## config.mk

```make
export PLATFORM = sky130hd
export DESIGN_NAME = board_address_decoder
export DESIGN_NICKNAME = d
export VERILOG_FILES = /design/src/board_decode_pkg.sv /design/src/sync_enable_div.sv /design/src/level7_cause.sv /design/src/board_address_decoder.sv
export SDC_FILE = /design/constraint.sdc
export NUM_CORES = 1
export LEC_CHECK = 0
export ABC_AREA = 1
export BUFFER_PORTS_ARGS = -buffer_cell sky130_fd_sc_hd__buf_2
export CORE_ASPECT_RATIO = 2
export CORE_MARGIN = 4
export CORE_UTILIZATION = 50
export CTS_BUF_LIST = sky130_fd_sc_hd__clkbuf_8
export CTS_CLUSTER_DIAMETER = 60
export DETAILED_ROUTE_END_ITERATION = 6
export GPL_TIMING_DRIVEN = 0
export PLACE_DENSITY = 0.87
export SYNTH_ARGS = -nofsm -noshare
export SYNTH_HDL_FRONTEND = slang
export SYNTH_HIERARCHICAL = 1
export SYNTH_SLANG_ARGS = --single-unit
```

## constraint.sdc

```tcl
create_clock -name clk -period 2.2 [get_ports clk]
set_input_delay 0.22 -clock clk [delete_from_list [all_inputs] [get_ports clk]]
set_output_delay 0.22 -clock clk [all_outputs]
set_load 0.01 [all_outputs]
```

## src/board_decode_pkg.sv

```systemverilog
// Shared constants for the board address decoder.
// Assumes a single 40 MHz clock and byte addresses from the processor core.
package board_decode_pkg;
  localparam int unsigned clk_mhz = 40;
  localparam int unsigned addr_w = 24;
  // Processor byte address map; the sync and async I/O bounds are word addresses
  localparam logic [23:0] low_region_top = 24'h03FFFF;
  localparam logic [23:0] ext_mem_top = 24'h7FFFFF;
  localparam logic [23:0] ext_mem_small_top = 24'h03FFFF;
  localparam logic [23:0] eprom_int_base = 24'hF80000;
  localparam logic [23:0] lp_sram_base = 24'hF40000;
  localparam logic [23:0] socket_base = 24'hFC0000;
  localparam logic [5:0] region_mask_bits = 6'h12;
  localparam logic [22:0] sync_io_base = 23'h400000;
  localparam logic [22:0] sync_io_top = 23'h4003FF;
  localparam logic [22:0] async_io_base = 23'h410000;
  localparam logic [22:0] async_io_top = 23'h4103FF;
  localparam logic [23:0] int_io_base = 24'h810000;
  localparam logic [23:0] int_io_mask = 24'hFF0000;
  // Internal register and peripheral chip byte addresses
  localparam logic [23:0] memory_map_select_addr = 24'h810061;
  localparam logic [23:0] watchdog_kick_addr = 24'h810069;
  localparam logic [23:0] top_level_irq_cause_addr = 24'h810071;
  localparam logic [23:0] clock_dev_lo = 24'h810041;
  localparam logic [23:0] clock_dev_hi = 24'h81005F;
  localparam logic [23:0] serial_lo = 24'h810021;
  localparam logic [23:0] serial_hi = 24'h810027;
  localparam logic [23:0] ctr_par_lo = 24'h810001;
  localparam logic [23:0] ctr_par_hi = 24'h810007;
  // Cause register bit positions
  localparam int unsigned cause_abort_bit = 0;
  localparam int unsigned cause_nmi_bit = 1;
  localparam int unsigned cause_wdf_bit = 2;
  localparam int unsigned cause_pwf_bit = 7;
  localparam logic [7:0] cause_reset = 8'h00;
  localparam logic [1:0] map_reset = 2'h0;
  // Timing
  localparam int unsigned timeout_short_us = 8;
  localparam int unsigned timeout_long_us = 16;
  localparam int unsigned timeout_short_cycles = timeout_short_us * clk_mhz;
  localparam int unsigned timeout_long_cycles = timeout_long_us * clk_mhz;
  localparam int unsigned sync_fast_mhz = 2;
  localparam int unsigned sync_slow_mhz = 1;
  localparam int unsigned sync_fast_div = clk_mhz / sync_fast_mhz;
  localparam int unsigned sync_slow_div = clk_mhz / sync_slow_mhz;
  localparam int unsigned eprom_fast_ns = 120;
  localparam int unsigned on_level = 3'h6;
  localparam int unsigned top_level = 3'h7;

  typedef enum logic [3:0] {
    tgt_none = 4'h0,
    tgt_eprom = 4'h1,
    tgt_lp_sram = 4'h2,
    tgt_socket = 4'h3,
    tgt_ext_mem = 4'h4,
    tgt_sync_io = 4'h5,
    tgt_async_io = 4'h6,
    tgt_int_reg = 4'h7,
    tgt_clock_dev = 4'h8,
    tgt_serial = 4'h9,
    tgt_ctr_par = 4'hA,
    tgt_reserved = 4'hB
  } target_t;
endpackage

```

## src/sync_enable_div.sv

```systemverilog
// Divider making the one-cycle enable that paces synchronous bus transfers.
// Assumes the 40 MHz clock; rate select is a static level.
`default_nettype none
module sync_enable_div #(
  parameter int unsigned slow_div = board_decode_pkg::sync_slow_div,
  parameter int unsigned fast_div = board_decode_pkg::sync_fast_div
) (
  input wire logic clk,
  input wire logic reset,
  input wire logic fast_sel,
  output logic enable_pulse
);
  initial
  begin
    if (fast_div < 2 || slow_div < fast_div || slow_div > 256)
      $error("sync_enable_div: bad divide ratios");
  end

  logic [7:0] count_q;
  logic [7:0] limit;

  assign limit = fast_sel ? 8'(fast_div - 1) : 8'(slow_div - 1);

  always_ff @(posedge clk)
  begin
    if (reset || count_q >= limit)
      count_q <= 8'h00;
    else
      count_q <= count_q + 8'h01;
  end

  always_ff @(posedge clk)
  begin
    if (reset)
      enable_pulse <= 1'b0;
    else
      enable_pulse <= (count_q >= limit);
  end
endmodule
`default_nettype wire

```

## src/level7_cause.sv

```systemverilog
// Level-7 source latches and cause register.
// Assumes source lines are active low and synchronous to clk.
`default_nettype none
module level7_cause (
  input wire logic clk,
  input wire logic reset,
  input wire logic abort_n,
  input wire logic nmi_n,
  input wire logic wdf_n,
  input wire logic power_fail_line_n,
  input wire logic clear_we,
  input wire logic [7:0] clear_data,
  output logic [7:0] cause,
  output logic top_request
);
  logic [3:0] src_now;
  logic [3:0] src_prev_q;
  logic [3:0] flag_q;
  logic [3:0] fall;
  logic [3:0] clr;

  assign src_now = {power_fail_line_n, wdf_n, nmi_n, abort_n};
  assign fall = src_prev_q & ~src_now;
  assign clr = clear_we ? {clear_data[board_decode_pkg::cause_pwf_bit],
                           clear_data[board_decode_pkg::cause_wdf_bit],
                           clear_data[board_decode_pkg::cause_nmi_bit],
                           clear_data[board_decode_pkg::cause_abort_bit]} : 4'h0;

  always_ff @(posedge clk)
  begin
    if (reset)
      src_prev_q <= 4'hF;
    else
      src_prev_q <= src_now;
  end

  // Falling edge sets; set beats clear. Power-fail stays while line is low.
  always_ff @(posedge clk)
  begin
    if (reset)
      flag_q <= 4'h0;
    else
    begin
      flag_q <= (flag_q & ~clr) | fall;
      if (!power_fail_line_n)
        flag_q[3] <= 1'b1;
    end
  end

  always_comb
  begin
    cause = board_decode_pkg::cause_reset;
    cause[board_decode_pkg::cause_abort_bit] = flag_q[0];
    cause[board_decode_pkg::cause_nmi_bit] = flag_q[1];
    cause[board_decode_pkg::cause_wdf_bit] = flag_q[2];
    cause[board_decode_pkg::cause_pwf_bit] = flag_q[3];
  end

  assign top_request = |flag_q;
endmodule
`default_nettype wire

```

## src/board_address_decoder.sv

```systemverilog
// Address decoder and bus-interface control for the processor board.
// Assumes a processor core giving byte address, strobes and a cycle request,
// and a backplane bus, memories and peripherals answering with ready.
// Contract
// - Reset maps low region onto internal EPROM
// - Map bits choose the low-region target
// - Bus uses word address and byte strobes
// - Timeout ends stuck async transfer, 8/16us
// - EPROM zero-wait allowed with fast parts
// - Sync transfers paced by 1/2 MHz enable
// - Sync I/O window 400000-4003FF with strobe
// - Async I/O window 410000-4103FF decoded
// - External I/O accessed as whole words
// - External memory 256KB narrow, 8MB wide
// - Internal control register byte addresses decoded
// - Peripheral chip byte ranges decoded
// - Bus DMA never reaches local RAM
// - Levels 1-5 vectored/auto; on-board on 6
// - Four sources raise level 7, cause shown
// - Watchdog expiry resets or raises level 7
// - Map bits 1:0 at 810061, reset cleared
// - Sources latched on falling edge until cleared
`default_nettype none
module board_address_decoder #(
  parameter int unsigned wdog_cycles = 40000000,
  parameter int unsigned timeout_short = board_decode_pkg::timeout_short_cycles,
  parameter int unsigned timeout_long = board_decode_pkg::timeout_long_cycles
) (
  input wire logic clk,
  input wire logic reset,
  // Processor side
  input wire logic cpu_req,
  input wire logic [23:0] cpu_addr,
  input wire logic cpu_write,
  input wire logic cpu_uds,
  input wire logic cpu_lds,
  input wire logic [15:0] cpu_wdata,
  output logic [15:0] cpu_rdata,
  output logic cpu_ack,
  output logic cpu_berr,
  // Configuration straps
  input wire logic wide_bus,
  input wire logic timeout_long_sel,
  input wire logic sync_fast_sel,
  input wire logic [1:0] eprom_waits_sel,
  input wire logic sram_wait_sel,
  input wire logic wdog_irq_mode,
  input wire logic [4:0] bus_irq_vectored,
  // Memory and peripheral selects
  output logic sel_eprom,
  output logic sel_lp_sram,
  output logic sel_socket,
  output logic sel_clock_dev,
  output logic sel_serial,
  output logic sel_ctr_par,
  input wire logic [15:0] local_rdata,
  // Backplane bus
  output logic [22:0] bus_addr,
  output logic bus_ds0,
  output logic bus_ds1,
  output logic bus_write,
  output logic bus_async_strobe,
  output logic valid_peripheral_strobe,
  output logic sync_enable,
  input wire logic bus_ready,
  input wire logic [15:0] bus_rdata,
  input wire logic bus_dma_grant,
  output logic local_ram_block,
  // Interrupt lines
  input wire logic [4:0] bus_irq_n,
  input wire logic onboard_irq,
  input wire logic abort_n,
  input wire logic nmi_n,
  input wire logic power_fail_line_n,
  output logic [2:0] cpu_ipl,
  output logic cpu_autovector,
  output logic wdog_reset
);
  initial
  begin
    if (timeout_short < 1 || timeout_long < timeout_short || wdog_cycles < 2
        || timeout_long > 65535)
      $error("board_address_decoder: bad timing parameters");
  end
  typedef enum logic [3:0] {
    st_idle = 4'b0001,
    st_wait = 4'b0010,
    st_bus = 4'b0100,
    st_done = 4'b1000
  } cyc_state_t;
  cyc_state_t state_q;
  logic [1:0] map_q;
  logic map_select_high, map_select_low;
  board_decode_pkg::target_t tgt, tgt_q;
  logic [23:0] addr_q;
  logic write_q, uds_q, lds_q;
  logic [2:0] wait_cnt_q, wait_need;
  logic [15:0] timeout_q, timeout_lim, rdata_q;
  logic [31:0] wdog_q;
  logic wdf_n_q;
  logic [7:0] cause;
  logic top_request;
  logic int_reg_we, cause_we, kick;
  logic sync_tick, sync_seen_q, is_ext, bus_done, bus_expired;
  assign map_select_high = map_q[1];
  assign map_select_low = map_q[0];
  function automatic logic in_range(input logic [23:0] a, input logic [23:0] lo,
                                    input logic [23:0] hi);
    in_range = (a >= lo) && (a <= hi);
  endfunction
  // Address decode of the processor byte address
  always_comb
  begin
    logic [22:0] word;
    word = cpu_addr[23:1];
    tgt = board_decode_pkg::tgt_none;
    if (cpu_addr <= board_decode_pkg::low_region_top)
    begin
      unique case ({map_select_high, map_select_low})
        2'b00: tgt = board_decode_pkg::tgt_eprom;
        2'b01: tgt = board_decode_pkg::tgt_lp_sram;
        2'b10: tgt = board_decode_pkg::tgt_socket;
        2'b11: tgt = board_decode_pkg::tgt_ext_mem;
      endcase
    end
    else if (cpu_addr[23:18] == 6'h3E)
      tgt = board_decode_pkg::tgt_eprom;
    else if (cpu_addr[23:18] == 6'h3D)
      tgt = board_decode_pkg::tgt_lp_sram;
    else if (cpu_addr[23:18] == 6'h3F)
      tgt = board_decode_pkg::tgt_socket;
    else if (word >= board_decode_pkg::sync_io_base && word <= board_decode_pkg::sync_io_top)
      tgt = board_decode_pkg::tgt_sync_io;
    else if (word >= board_decode_pkg::async_io_base && word <= board_decode_pkg::async_io_top)
      tgt = board_decode_pkg::tgt_async_io;
    else if ((cpu_addr & board_decode_pkg::int_io_mask) == board_decode_pkg::int_io_base)
    begin
      if (cpu_addr == board_decode_pkg::memory_map_select_addr
          || cpu_addr == board_decode_pkg::watchdog_kick_addr
          || cpu_addr == board_decode_pkg::top_level_irq_cause_addr)
        tgt = board_decode_pkg::tgt_int_reg;
      else if (in_range(cpu_addr, board_decode_pkg::clock_dev_lo, board_decode_pkg::clock_dev_hi))
        tgt = board_decode_pkg::tgt_clock_dev;
      else if (in_range(cpu_addr, board_decode_pkg::serial_lo, board_decode_pkg::serial_hi))
        tgt = board_decode_pkg::tgt_serial;
      else if (in_range(cpu_addr, board_decode_pkg::ctr_par_lo, board_decode_pkg::ctr_par_hi))
        tgt = board_decode_pkg::tgt_ctr_par;
      else
        tgt = board_decode_pkg::tgt_reserved;
    end
    else if (cpu_addr <= (wide_bus ? board_decode_pkg::ext_mem_top
                                   : board_decode_pkg::ext_mem_small_top))
      tgt = board_decode_pkg::tgt_ext_mem;
    else
      tgt = board_decode_pkg::tgt_reserved;
  end

  // Wait states: EPROM 0,1,2,4 and SRAM 0,1; zero suits 120 ns parts
  always_comb
  begin
    wait_need = 3'h0;
    if (tgt_q == board_decode_pkg::tgt_eprom || tgt_q == board_decode_pkg::tgt_socket)
      wait_need = (eprom_waits_sel == 2'h3) ? 3'h4 : {1'b0, eprom_waits_sel};
    else if (tgt_q == board_decode_pkg::tgt_lp_sram)
      wait_need = {2'h0, sram_wait_sel};
  end

  assign is_ext = (tgt_q == board_decode_pkg::tgt_ext_mem)
               || (tgt_q == board_decode_pkg::tgt_sync_io)
               || (tgt_q == board_decode_pkg::tgt_async_io);
  assign timeout_lim = timeout_long_sel ? 16'(timeout_long) : 16'(timeout_short);
  assign bus_done = bus_ready && (tgt_q != board_decode_pkg::tgt_sync_io || sync_seen_q);
  assign bus_expired = timeout_q >= timeout_lim - 16'h0001;

  always_ff @(posedge clk)
  begin
    if (reset)
    begin
      state_q <= st_idle;
      tgt_q <= board_decode_pkg::tgt_none;
      addr_q <= 24'h000000;
      write_q <= 1'b0;
      uds_q <= 1'b0;
      lds_q <= 1'b0;
    end
    else
    begin
      unique case (state_q)
        st_idle:
          if (cpu_req)
          begin
            tgt_q <= tgt;
            addr_q <= cpu_addr;
            write_q <= cpu_write;
            uds_q <= cpu_uds;
            lds_q <= cpu_lds;
            state_q <= st_wait;
          end
        st_wait:
          if (wait_cnt_q >= wait_need)
            state_q <= is_ext ? st_bus : st_done;
        st_bus:
          if (bus_done || bus_expired)
            state_q <= st_done;
        st_done:
          state_q <= st_idle;
      endcase
    end
  end

  always_ff @(posedge clk)
  begin
    if (reset || state_q != st_wait)
      wait_cnt_q <= 3'h0;
    else
      wait_cnt_q <= wait_cnt_q + 3'h1;
  end

  always_ff @(posedge clk)
  begin
    if (reset || state_q != st_bus)
      timeout_q <= 16'h0000;
    else
      timeout_q <= timeout_q + 16'h0001;
  end

  always_ff @(posedge clk)
  begin
    if (reset || state_q != st_bus)
      sync_seen_q <= 1'b0;
    else if (sync_tick)
      sync_seen_q <= 1'b1;
  end

  // Answer and read data
  always_ff @(posedge clk)
  begin
    if (reset)
    begin
      cpu_ack <= 1'b0;
      cpu_berr <= 1'b0;
      rdata_q <= 16'h0000;
    end
    else
    begin
      cpu_ack <= 1'b0;
      cpu_berr <= 1'b0;
      if (state_q == st_bus && bus_expired && !bus_done)
        cpu_berr <= 1'b1;
      else if ((state_q == st_bus && bus_done)
               || (state_q == st_wait && wait_cnt_q >= wait_need && !is_ext))
      begin
        cpu_ack <= 1'b1;
        if (is_ext)
          rdata_q <= bus_rdata;
        else if (tgt_q == board_decode_pkg::tgt_int_reg
                 && addr_q == board_decode_pkg::top_level_irq_cause_addr)
          rdata_q <= {8'h00, cause};
        else
          rdata_q <= local_rdata;
      end
    end
  end
  assign cpu_rdata = rdata_q;

  // Internal register writes take effect at the acknowledge
  assign int_reg_we = (state_q == st_wait) && (wait_cnt_q >= wait_need) && write_q
                    && (tgt_q == board_decode_pkg::tgt_int_reg) && lds_q;
  assign cause_we = int_reg_we && addr_q == board_decode_pkg::top_level_irq_cause_addr;
  assign kick = int_reg_we && addr_q == board_decode_pkg::watchdog_kick_addr;

  always_ff @(posedge clk)
  begin
    if (reset)
      map_q <= board_decode_pkg::map_reset;
    else if (int_reg_we && addr_q == board_decode_pkg::memory_map_select_addr)
      map_q <= cpu_wdata[1:0];
  end

  // Watchdog: expiry gives a reset pulse or a level-7 source
  always_ff @(posedge clk)
  begin
    if (reset || kick || wdog_q >= wdog_cycles - 1)
      wdog_q <= 32'h00000000;
    else
      wdog_q <= wdog_q + 32'h00000001;
  end

  always_ff @(posedge clk)
  begin
    if (reset)
    begin
      wdf_n_q <= 1'b1;
      wdog_reset <= 1'b0;
    end
    else
    begin
      wdf_n_q <= !(wdog_irq_mode && wdog_q >= wdog_cycles - 1);
      wdog_reset <= !wdog_irq_mode && wdog_q >= wdog_cycles - 1;
    end
  end

  level7_cause u_cause (
    .clk(clk),
    .reset(reset),
    .abort_n(abort_n),
    .nmi_n(nmi_n),
    .wdf_n(wdf_n_q),
    .power_fail_line_n(power_fail_line_n),
    .clear_we(cause_we),
    .clear_data(cpu_wdata[7:0]),
    .cause(cause),
    .top_request(top_request)
  );

  sync_enable_div u_div (
    .clk(clk),
    .reset(reset),
    .fast_sel(sync_fast_sel),
    .enable_pulse(sync_tick)
  );
  assign sync_enable = sync_tick;
  // Interrupt priority encoder
  always_comb
  begin
    cpu_ipl = 3'h0;
    cpu_autovector = 1'b0;
    for (int i = 0; i < 5; i++)
    begin
      if (!bus_irq_n[i])
      begin
        cpu_ipl = 3'(i + 1);
        cpu_autovector = !bus_irq_vectored[i];
      end
    end
    if (onboard_irq)
    begin
      cpu_ipl = 3'(board_decode_pkg::on_level);
      cpu_autovector = 1'b0;
    end
    if (top_request)
    begin
      cpu_ipl = 3'(board_decode_pkg::top_level);
      cpu_autovector = 1'b1;
    end
  end
  // Bus drive: word address, byte strobes, whole words for I/O
  assign bus_addr = addr_q[23:1];
  assign bus_ds0 = (state_q == st_bus) && (lds_q || tgt_q != board_decode_pkg::tgt_ext_mem);
  assign bus_ds1 = (state_q == st_bus) && (uds_q || tgt_q != board_decode_pkg::tgt_ext_mem);
  assign bus_write = write_q;
  assign bus_async_strobe = (state_q == st_bus) && tgt_q != board_decode_pkg::tgt_sync_io;
  assign valid_peripheral_strobe = (state_q == st_bus)
                                 && tgt_q == board_decode_pkg::tgt_sync_io;
  assign local_ram_block = bus_dma_grant;
  // Local memory selects are withheld while a bus master holds the board; peripheral selects are not
  assign sel_eprom = !bus_dma_grant && state_q == st_wait && tgt_q == board_decode_pkg::tgt_eprom;
  assign sel_lp_sram = !bus_dma_grant && state_q == st_wait
                    && tgt_q == board_decode_pkg::tgt_lp_sram;
  assign sel_socket = !bus_dma_grant && state_q == st_wait
                   && tgt_q == board_decode_pkg::tgt_socket;
  assign sel_clock_dev = state_q == st_wait && tgt_q == board_decode_pkg::tgt_clock_dev;
  assign sel_serial = state_q == st_wait && tgt_q == board_decode_pkg::tgt_serial;
  assign sel_ctr_par = state_q == st_wait && tgt_q == board_decode_pkg::tgt_ctr_par;
endmodule
`default_nettype wire

```

==> qor.yml, run 1 <==
status:
  status: "finished with violations"
  violations: "negative setup slack"
synthesis:
  ys_ff_latch: 125
  async_flop_share: 0
  synth-edff-count: 0
  ys_warn_count: 6
  syn_avg_cell_area_um2: 6.835
  synth_area_um2: 6855
  syn_inst: 1003
  ys_types: 46
  ys_seq_area_frac: 0.3650
  synth_flop_cell: "dfxtp_1"
drt:
  drt-initial-drc-count: 309
  routed_via_density: 5.345
  drt_wl_total_mm: 20.28
  ant_nets: 0
  first_pass_iters: 7
  wl_per_cell_um: 14.81
  drcViolationCount: 0
  via_count: 7322
setup_path:
  crit_path_frequent_cell: "nand2_1"
  setup.worst_path.end_class: "register"
  cp_cell_sequence: "nor2_4 -> nand3_2 -> nand2_2 -> nand3b_1 -> ha_1 -> nand2_1 -> o211ai_1 -> buf_4 -> nand2_4 -> nor3_4 -> nor3b_4 -> nand2_1 -> nand3_1 -> nand2_1"
  start_kind: "register"
  worstPathRequired_ns: 2.53
  critical-path-top-delay-family: "simple AND/OR/NAND/NOR gates"
  crit_slowest_cell: "dfxtp_4"
  arrival_ns: 2.73
  slowest_delay_ns: 0.37
  critPathBufInv: 1
  path_class: "reg2reg"
  critPathMaxFanout: 4
sta:
  hold_viol: 0
  worst_slack_ns: -0.2002
  fin_crit_ns: 2.400
  drv_slew: 0
  post-route-period-util: 1.091
  fmax_mhz: 416.6
  max_slew.worst_pin.slew_ns: 0.7256
  grt_setup_unrepaired: "yes"
  slew_headroom: 0.5162
  final-setup-viol-count: 48
  finClkSkew_ns: 0.01163
finish:
  drive_above_1_share: 0.2807
  nets: 1324
  final_core_util: 0.6575
  n_antenna_cell: 0
  area_growth_pct: 28.89
  final_cell_area_um2: 8836
  final_common_cell: "nand2_1"
  instances_no_fill: 1370
  mostFrequentLayoutCells: "nand2_1, buf_2, inv_1"
power:
  powerDensity_nw_per_um2: 614.2
  ir_drop_mv: 0.4258
  power_leakage_nw: 4.043
grt:
  grt_pass1_wl_mm: 32.37
  grt_pass1_vias: 7270
  overflow: 0
  grtUsageTotal: 0.2502
  antenna_found_initial: 0
  grt_max_degree: 17
clock_tree:
  clk_pin_slew_ns: 0.08
  numClockSinks: 125
  ctsLongestPathBuffers: 2
  cts_inserted_buffers: 17
  cts_root_buf: "clkbuf_8"
  clkLatencyLatePin_ns: 0.44
  htree_levels: 4
  cts_tree: "yes"
placement:
  place_congestion: 0.9350
  dp_hpwl_mm: 14.99
  port_buffers: 147
  dp_cells: 1313
  dpl_cell_area_um2: 7820
die:
  core_um2: 13440
  dieArea_um2: 15760
  io_pins: 160
  core.rowCount: 60
  die_h_um: 173.6
  die_x_um: 90.80
  initial_core_util: 0.5101
min_path:
  min_path_type: "in2reg"
job:
  maxCapViolations: 0
-- cell usage after synthesis (2+ instances only) --
| master | instances | area share |
|---|---|---|
| nand3b_1 | 4 | 0.0044 |
| clkbuf_1 | 14 | 0.0077 |
| nand2_1 | 163 | 0.089 |
| nand3_2 | 4 | 0.0058 |
| nand2_2 | 6 | 0.0055 |
| nor3b_1 | 2 | 0.0022 |
| and3_1 | 2 | 0.0018 |
| nor4_1 | 5 | 0.0046 |
| ha_1 | 21 | 0.038 |
| xor2_1 | 18 | 0.023 |
| buf_6 | 2 | 0.0033 |
| a21oi_1 | 63 | 0.046 |
| inv_2 | 3 | 0.0016 |
| nor3_4 | 2 | 0.0047 |
| clkinv_1 | 2 | 0.0011 |
| o21ai_0 | 55 | 0.040 |
| inv_1 | 138 | 0.076 |
| nand4_1 | 26 | 0.024 |
| buf_2 | 2 | 0.0015 |
| buf_4 | 30 | 0.033 |
| nand3_1 | 92 | 0.067 |
| dfxtp_1 | 125 | 0.37 |
| nor2_2 | 8 | 0.0073 |
| nor3_1 | 20 | 0.015 |
| nor3_2 | 2 | 0.0029 |
| nor2_1 | 153 | 0.084 |
| or2_2 | 9 | 0.0082 |
| o211ai_1 | 4 | 0.0044 |
| xnor2_1 | 9 | 0.011 |
| conb_1 | 3 | 0.0016 |
-- kinds of logic after synthesis --
group | after synthesis | share of synthesized area
simple gates | 506 | 0.3386
buf+inv | 192 | 0.1241
compound gates | 129 | 0.09783
flops | 125 | 0.3650
xor+xnor | 27 | 0.03450
fa+ha+maj | 21 | 0.03833
other cells | 3 | 0.001643
-- per-layer routing --
metal	share of wire	GRT usage	routed length (um)
met1	0.34	0.2326	6872
met2	0.57	0.5005	11490
met3	0.055	0.05213	1117
met4	0.040	0.1184	807
met5	0	0	0
-- report_power, final --
part / switching, mW / internal (mW) / total (mW)
sequential: 0.0788 / 2.36 / 2.44
clock: 0.958 / 1.15 / 2.10
combinational: 0.499 / 0.382 / 0.881
-- flip-flops by register name, indices dropped and copies added, names as in the netlist --
register,count
cpu_ack,1
wdog_reset,1
bus_write,1
lds_q,1
wait_cnt_q,3
cpu_rdata,16
wdog_q,32
wdf_n_q,1
tgt_q,4
u_div/count_q,8
addr_q,24
map_q,2
cpu_berr,1
uds_q,1
sync_seen_q,1
state_q,4
u_cause/src_prev_q,3
u_div/enable_pulse,1
timeout_q,16
u_cause/flag_q,4
-- worst min-delay path, cell delays in order --
cell    delay (ns)
buf_2         0.07
nor2_1        0.03
nor2_1        0.09
-- layout make-up --
type	count	area, um2
buffer	48	324.1
clock buffer	18	247.7
clock inverter	14	167.7
fill	1125	4602
inverter	143	556.8
multi-input combinational	694	3856
sequential	125	2519
tap	155	193.9
timing repair buffer	172	963.4
timing repair inverter	1	7.507
-- worst paths after layout --
kind              startpoint           endpoint  slack, ns  cells past startpoint
hold reg to reg    wdog_q[0]          wdog_q[0]       0.45                      1
hold / removal       cpu_lds              lds_q       0.02                      3
setup reg to reg    tgt_q[2]  u_cause/flag_q[1]      -0.20                     14
setup / recovery    tgt_q[2]  u_cause/flag_q[1]      -0.20                     14
-- per-stage QoR --
step	hold slack [ns]	TNS, ns	power (mW)	worst slack (ns)
global route	0.007833	-10.49	5.661	-0.3123
finish	0.02172	-5.205	5.427	-0.2002
detailed placement	0.4056	-24.29	3.233	-0.6535
floorplan	0.2891	0	2.935	0.01581
global placement	0.4001	-23.19	3.218	-0.6181
CTS	0.001991	-9.599	5.386	-0.3425
-- what timing repair did --
action                                  in CTS  in global routing
resized for setup                           53                 68
gates cloned                                 3                  2
hold endpoints to repair                     5                  0
hold buffers                                 4                  0
pin swaps                                   22                 24
setup buffers                               14                  3
endpoints found under the setup margin      53                 70
No activity file was read; power rests on OpenSTA's default activity.
==> run 2: changes to the inputs <==
BUFFER_PORTS_ARGS = default   (was -buffer_cell sky130_fd_sc_hd__buf_2)
DONT_BUFFER_PORTS = 1   (was default)
PLACE_DENSITY = 0.77   (was 0.87)
==> run 2 against run 1 <==
Against the previous run:
- the run still ends with negative setup slack left
- sequential power hardly changed
- critical path depth fell by 1
- maximum frequency decreased by 0.58%
- cell count shrank 7.8%
- register-to-register slack hardly changed
- non-clock buffer count shrank 107
- combinational power is 17% lower
- utilization fell by 2.7 points
- global-route usage up 0.17 points
==> qor.yml, run 2 (synthesis gave the netlist of run 1 again) <==
sta:
  grt_setup_unrepaired: "yes"
  worst_slack_ns: -0.2142  # -0.01394 ns
  fin_crit_ns: 2.414  # +0.01394 ns
  fin_hold_ws_ns: 0.01373  # -0.007991 ns
  drv_slew: 0  # unchanged
  final.setup.tns_ns: -6.898  # -1.693 ns
  max_slew.worst_pin.slew_ns: 0.8046  # +0.07897 ns
  hold_viol: 0  # unchanged
  final-setup-viol-count: 46  # -4.2%
  slew_headroom: 0.4636  # -0.05265
  post-route-period-util: 1.097  # +0.006335
  finClkSkew_ns: 0.01370  # +0.002068 ns
  fmax_mhz: 414.2  # -0.58%
setup_path:
  crit_path_frequent_cell: "nand2_1"
  cp_cell_sequence: "nor2_4 -> nand3_2 -> nand2_2 -> nand3b_1 -> ha_1 -> nand2_1 -> o211ai_1 -> nand2_2 -> nor3_4 -> nor3b_4 -> nand2_1 -> nand3_1 -> nand2_1"
  critPathMaxFanout: 4  # unchanged
  arrival_ns: 2.75  # +0.02 ns
  worstPathRequired_ns: 2.53  # about the same
  path_class: "reg2reg"
  setup.worst_path.end_class: "register"
  r2r_cells: 13  # -1
  crit_slowest_cell: "dfxtp_4"
  crit_path_start: "tgt_q[3]"
  r2r-start: "tgt_q[3]"
  start_kind: "register"
  slowest_delay_ns: 0.36  # about the same
placement:
  place_congestion: 0.9501  # +1.6%
  dp_hpwl_mm: 14.35  # -4.3%
  port_buffers: 0  # -100%
clock_tree:
  numClockSinks: 125  # unchanged
  cts_root_buf: "clkbuf_8"
  ctsLongestPathBuffers: 2  # unchanged
  clk_pin_slew_ns: 0.08  # about the same
  cts_tree: "yes"
  clkLatencyLatePin_ns: 0.44  # about the same
  cts_inserted_buffers: 17  # unchanged
  htree_levels: 4  # unchanged
die:
  dieArea_um2: 15760  # unchanged
  core.rowCount: 60  # unchanged
  die_h_um: 173.6  # unchanged
  initial_core_util: 0.5101  # unchanged
  io_pins: 160  # unchanged
  die_x_um: 90.80  # unchanged
  core_um2: 13440  # unchanged
power:
  powerDensity_nw_per_um2: 663.8  # +8.1%
  ir_drop_mv: 0.4192  # -1.5%
  power_leakage_nw: 3.619  # -10%
finish:
  largest_register_ffs: 32  # unchanged
  reg_top3: "wdog_q: 32 flops, addr_q: 24 flops"
  fill_cells: 1156  # +2.8%
  drive_above_1_share: 0.1579  # -0.1227
  final_common_cell: "nand2_1"
  area_growth_pct: 23.53
  mostFrequentLayoutCells: "nand2_1, nor2_1, inv_1"
  n_antenna_cell: 0  # unchanged
  regMostFlops: "wdog_q"
  multi_input_area_um2: 3771  # -2.2%
  nets: 1217  # -8.1%
  regArea_um2: 2512  # -0.25%
drt:
  via_count: 6927  # -5.4%
  first_pass_iters: 7  # unchanged
  ant_nets: 0  # unchanged
  wl_per_cell_um: 15.98  # +8.0%
  drt-initial-drc-count: 319  # +3.2%
  routed_via_density: 5.485  # +2.6%
  drcViolationCount: 0  # unchanged
  drt_wl_total_mm: 20.19  # -0.48%
grt:
  grt_pass1_wl_mm: 32.39  # about the same
  antenna_found_initial: 0  # unchanged
  overflow: 0  # unchanged
  grtUsageTotal: 0.2518  # +0.001665
  grt_pass1_vias: 6925  # -4.7%
  grt_max_degree: 17  # unchanged
job:
  maxCapViolations: 0  # unchanged
status:
  violations: "negative setup slack"
  status: "finished with violations"
min_path:
  min_path_type: "in2reg"
  min_from: "cpu_addr[2]"
  whs_path_depth: 2  # -1
[run 2: timing repair]
| action | CTS | global route |
|---|---|---|
| hold endpoints to repair | 41 | 0 |
| hold buffers | 43 | 0 |
| cloned | 4 | 1 |
| endpoints found under the setup margin | 54 | 65 |
| buffers inserted | 11 | 7 |
| pin swaps | 18 | 19 |
| gates resized for setup | 39 | 52 |
[run 2: final timing paths]
kind                        to  slack [ns]
max          u_cause/flag_q[2]       -0.21
min                  addr_q[2]        0.01
max reg2reg  u_cause/flag_q[2]       -0.21
min reg2reg  u_cause/flag_q[1]        0.45
[run 2: cell type report]
class	instances	share of cell area
clock inverters	12	0.02453
repair inverters	1	0.0007388
well taps	155	0.02290
inverters	143	0.06501
flip-flops and latches	125	0.2967
repair buffers	65	0.07432
multi-input cells	694	0.4453
plain buffers	48	0.03797
clock buffers	20	0.03251
[run 2: power by group]
group	total (mW)	switching [mW]	internal [mW]
Clock	2.43	0.977	1.45
Sequential	2.46	0.0957	2.36
Combinational	0.735	0.424	0.311
Total	5.62	1.50	4.12
[run 2: per-stage QoR]
step | instance area [um2] | power [mW] | setup WS [ns] | std cells | util
floorplan | 6890 | 2.935 | 0.01581 | 1011 | -
global placement | 7084 | 3.063 | -0.6322 | 1166 | 0.5272
detailed placement | 7084 | 3.076 | -0.6092 | 1166 | 0.5272
CTS | 8225 | 5.570 | -0.2783 | 1255 | 0.6121
global route | 8468 | 5.840 | -0.3448 | 1263 | 0.6302
finish | 8468 | 5.621 | -0.2142 | 1263 | 0.6302
[run 2: critical path: cells and delay by family, from the launching register on]
| kind | cells | cell delay [ns] |
|---|---|---|
| AND/OR/NAND/NOR | 11 | 1.41 |
| AO/OA/AOI/OAI | 1 | 0.24 |
| flip-flops | 1 | 0.36 |
| adder cells (fa/ha/maj) | 1 | 0.30 |
[run 2: per-layer routing]
metal,global-route usage,wire length [um],vias up
met5,0,0,-
met4,0.1297,931,0
li1,-,-,3383
met3,0.05604,1317,77
met1,0.2349,6885,3166
met2,0.4952,11050,301
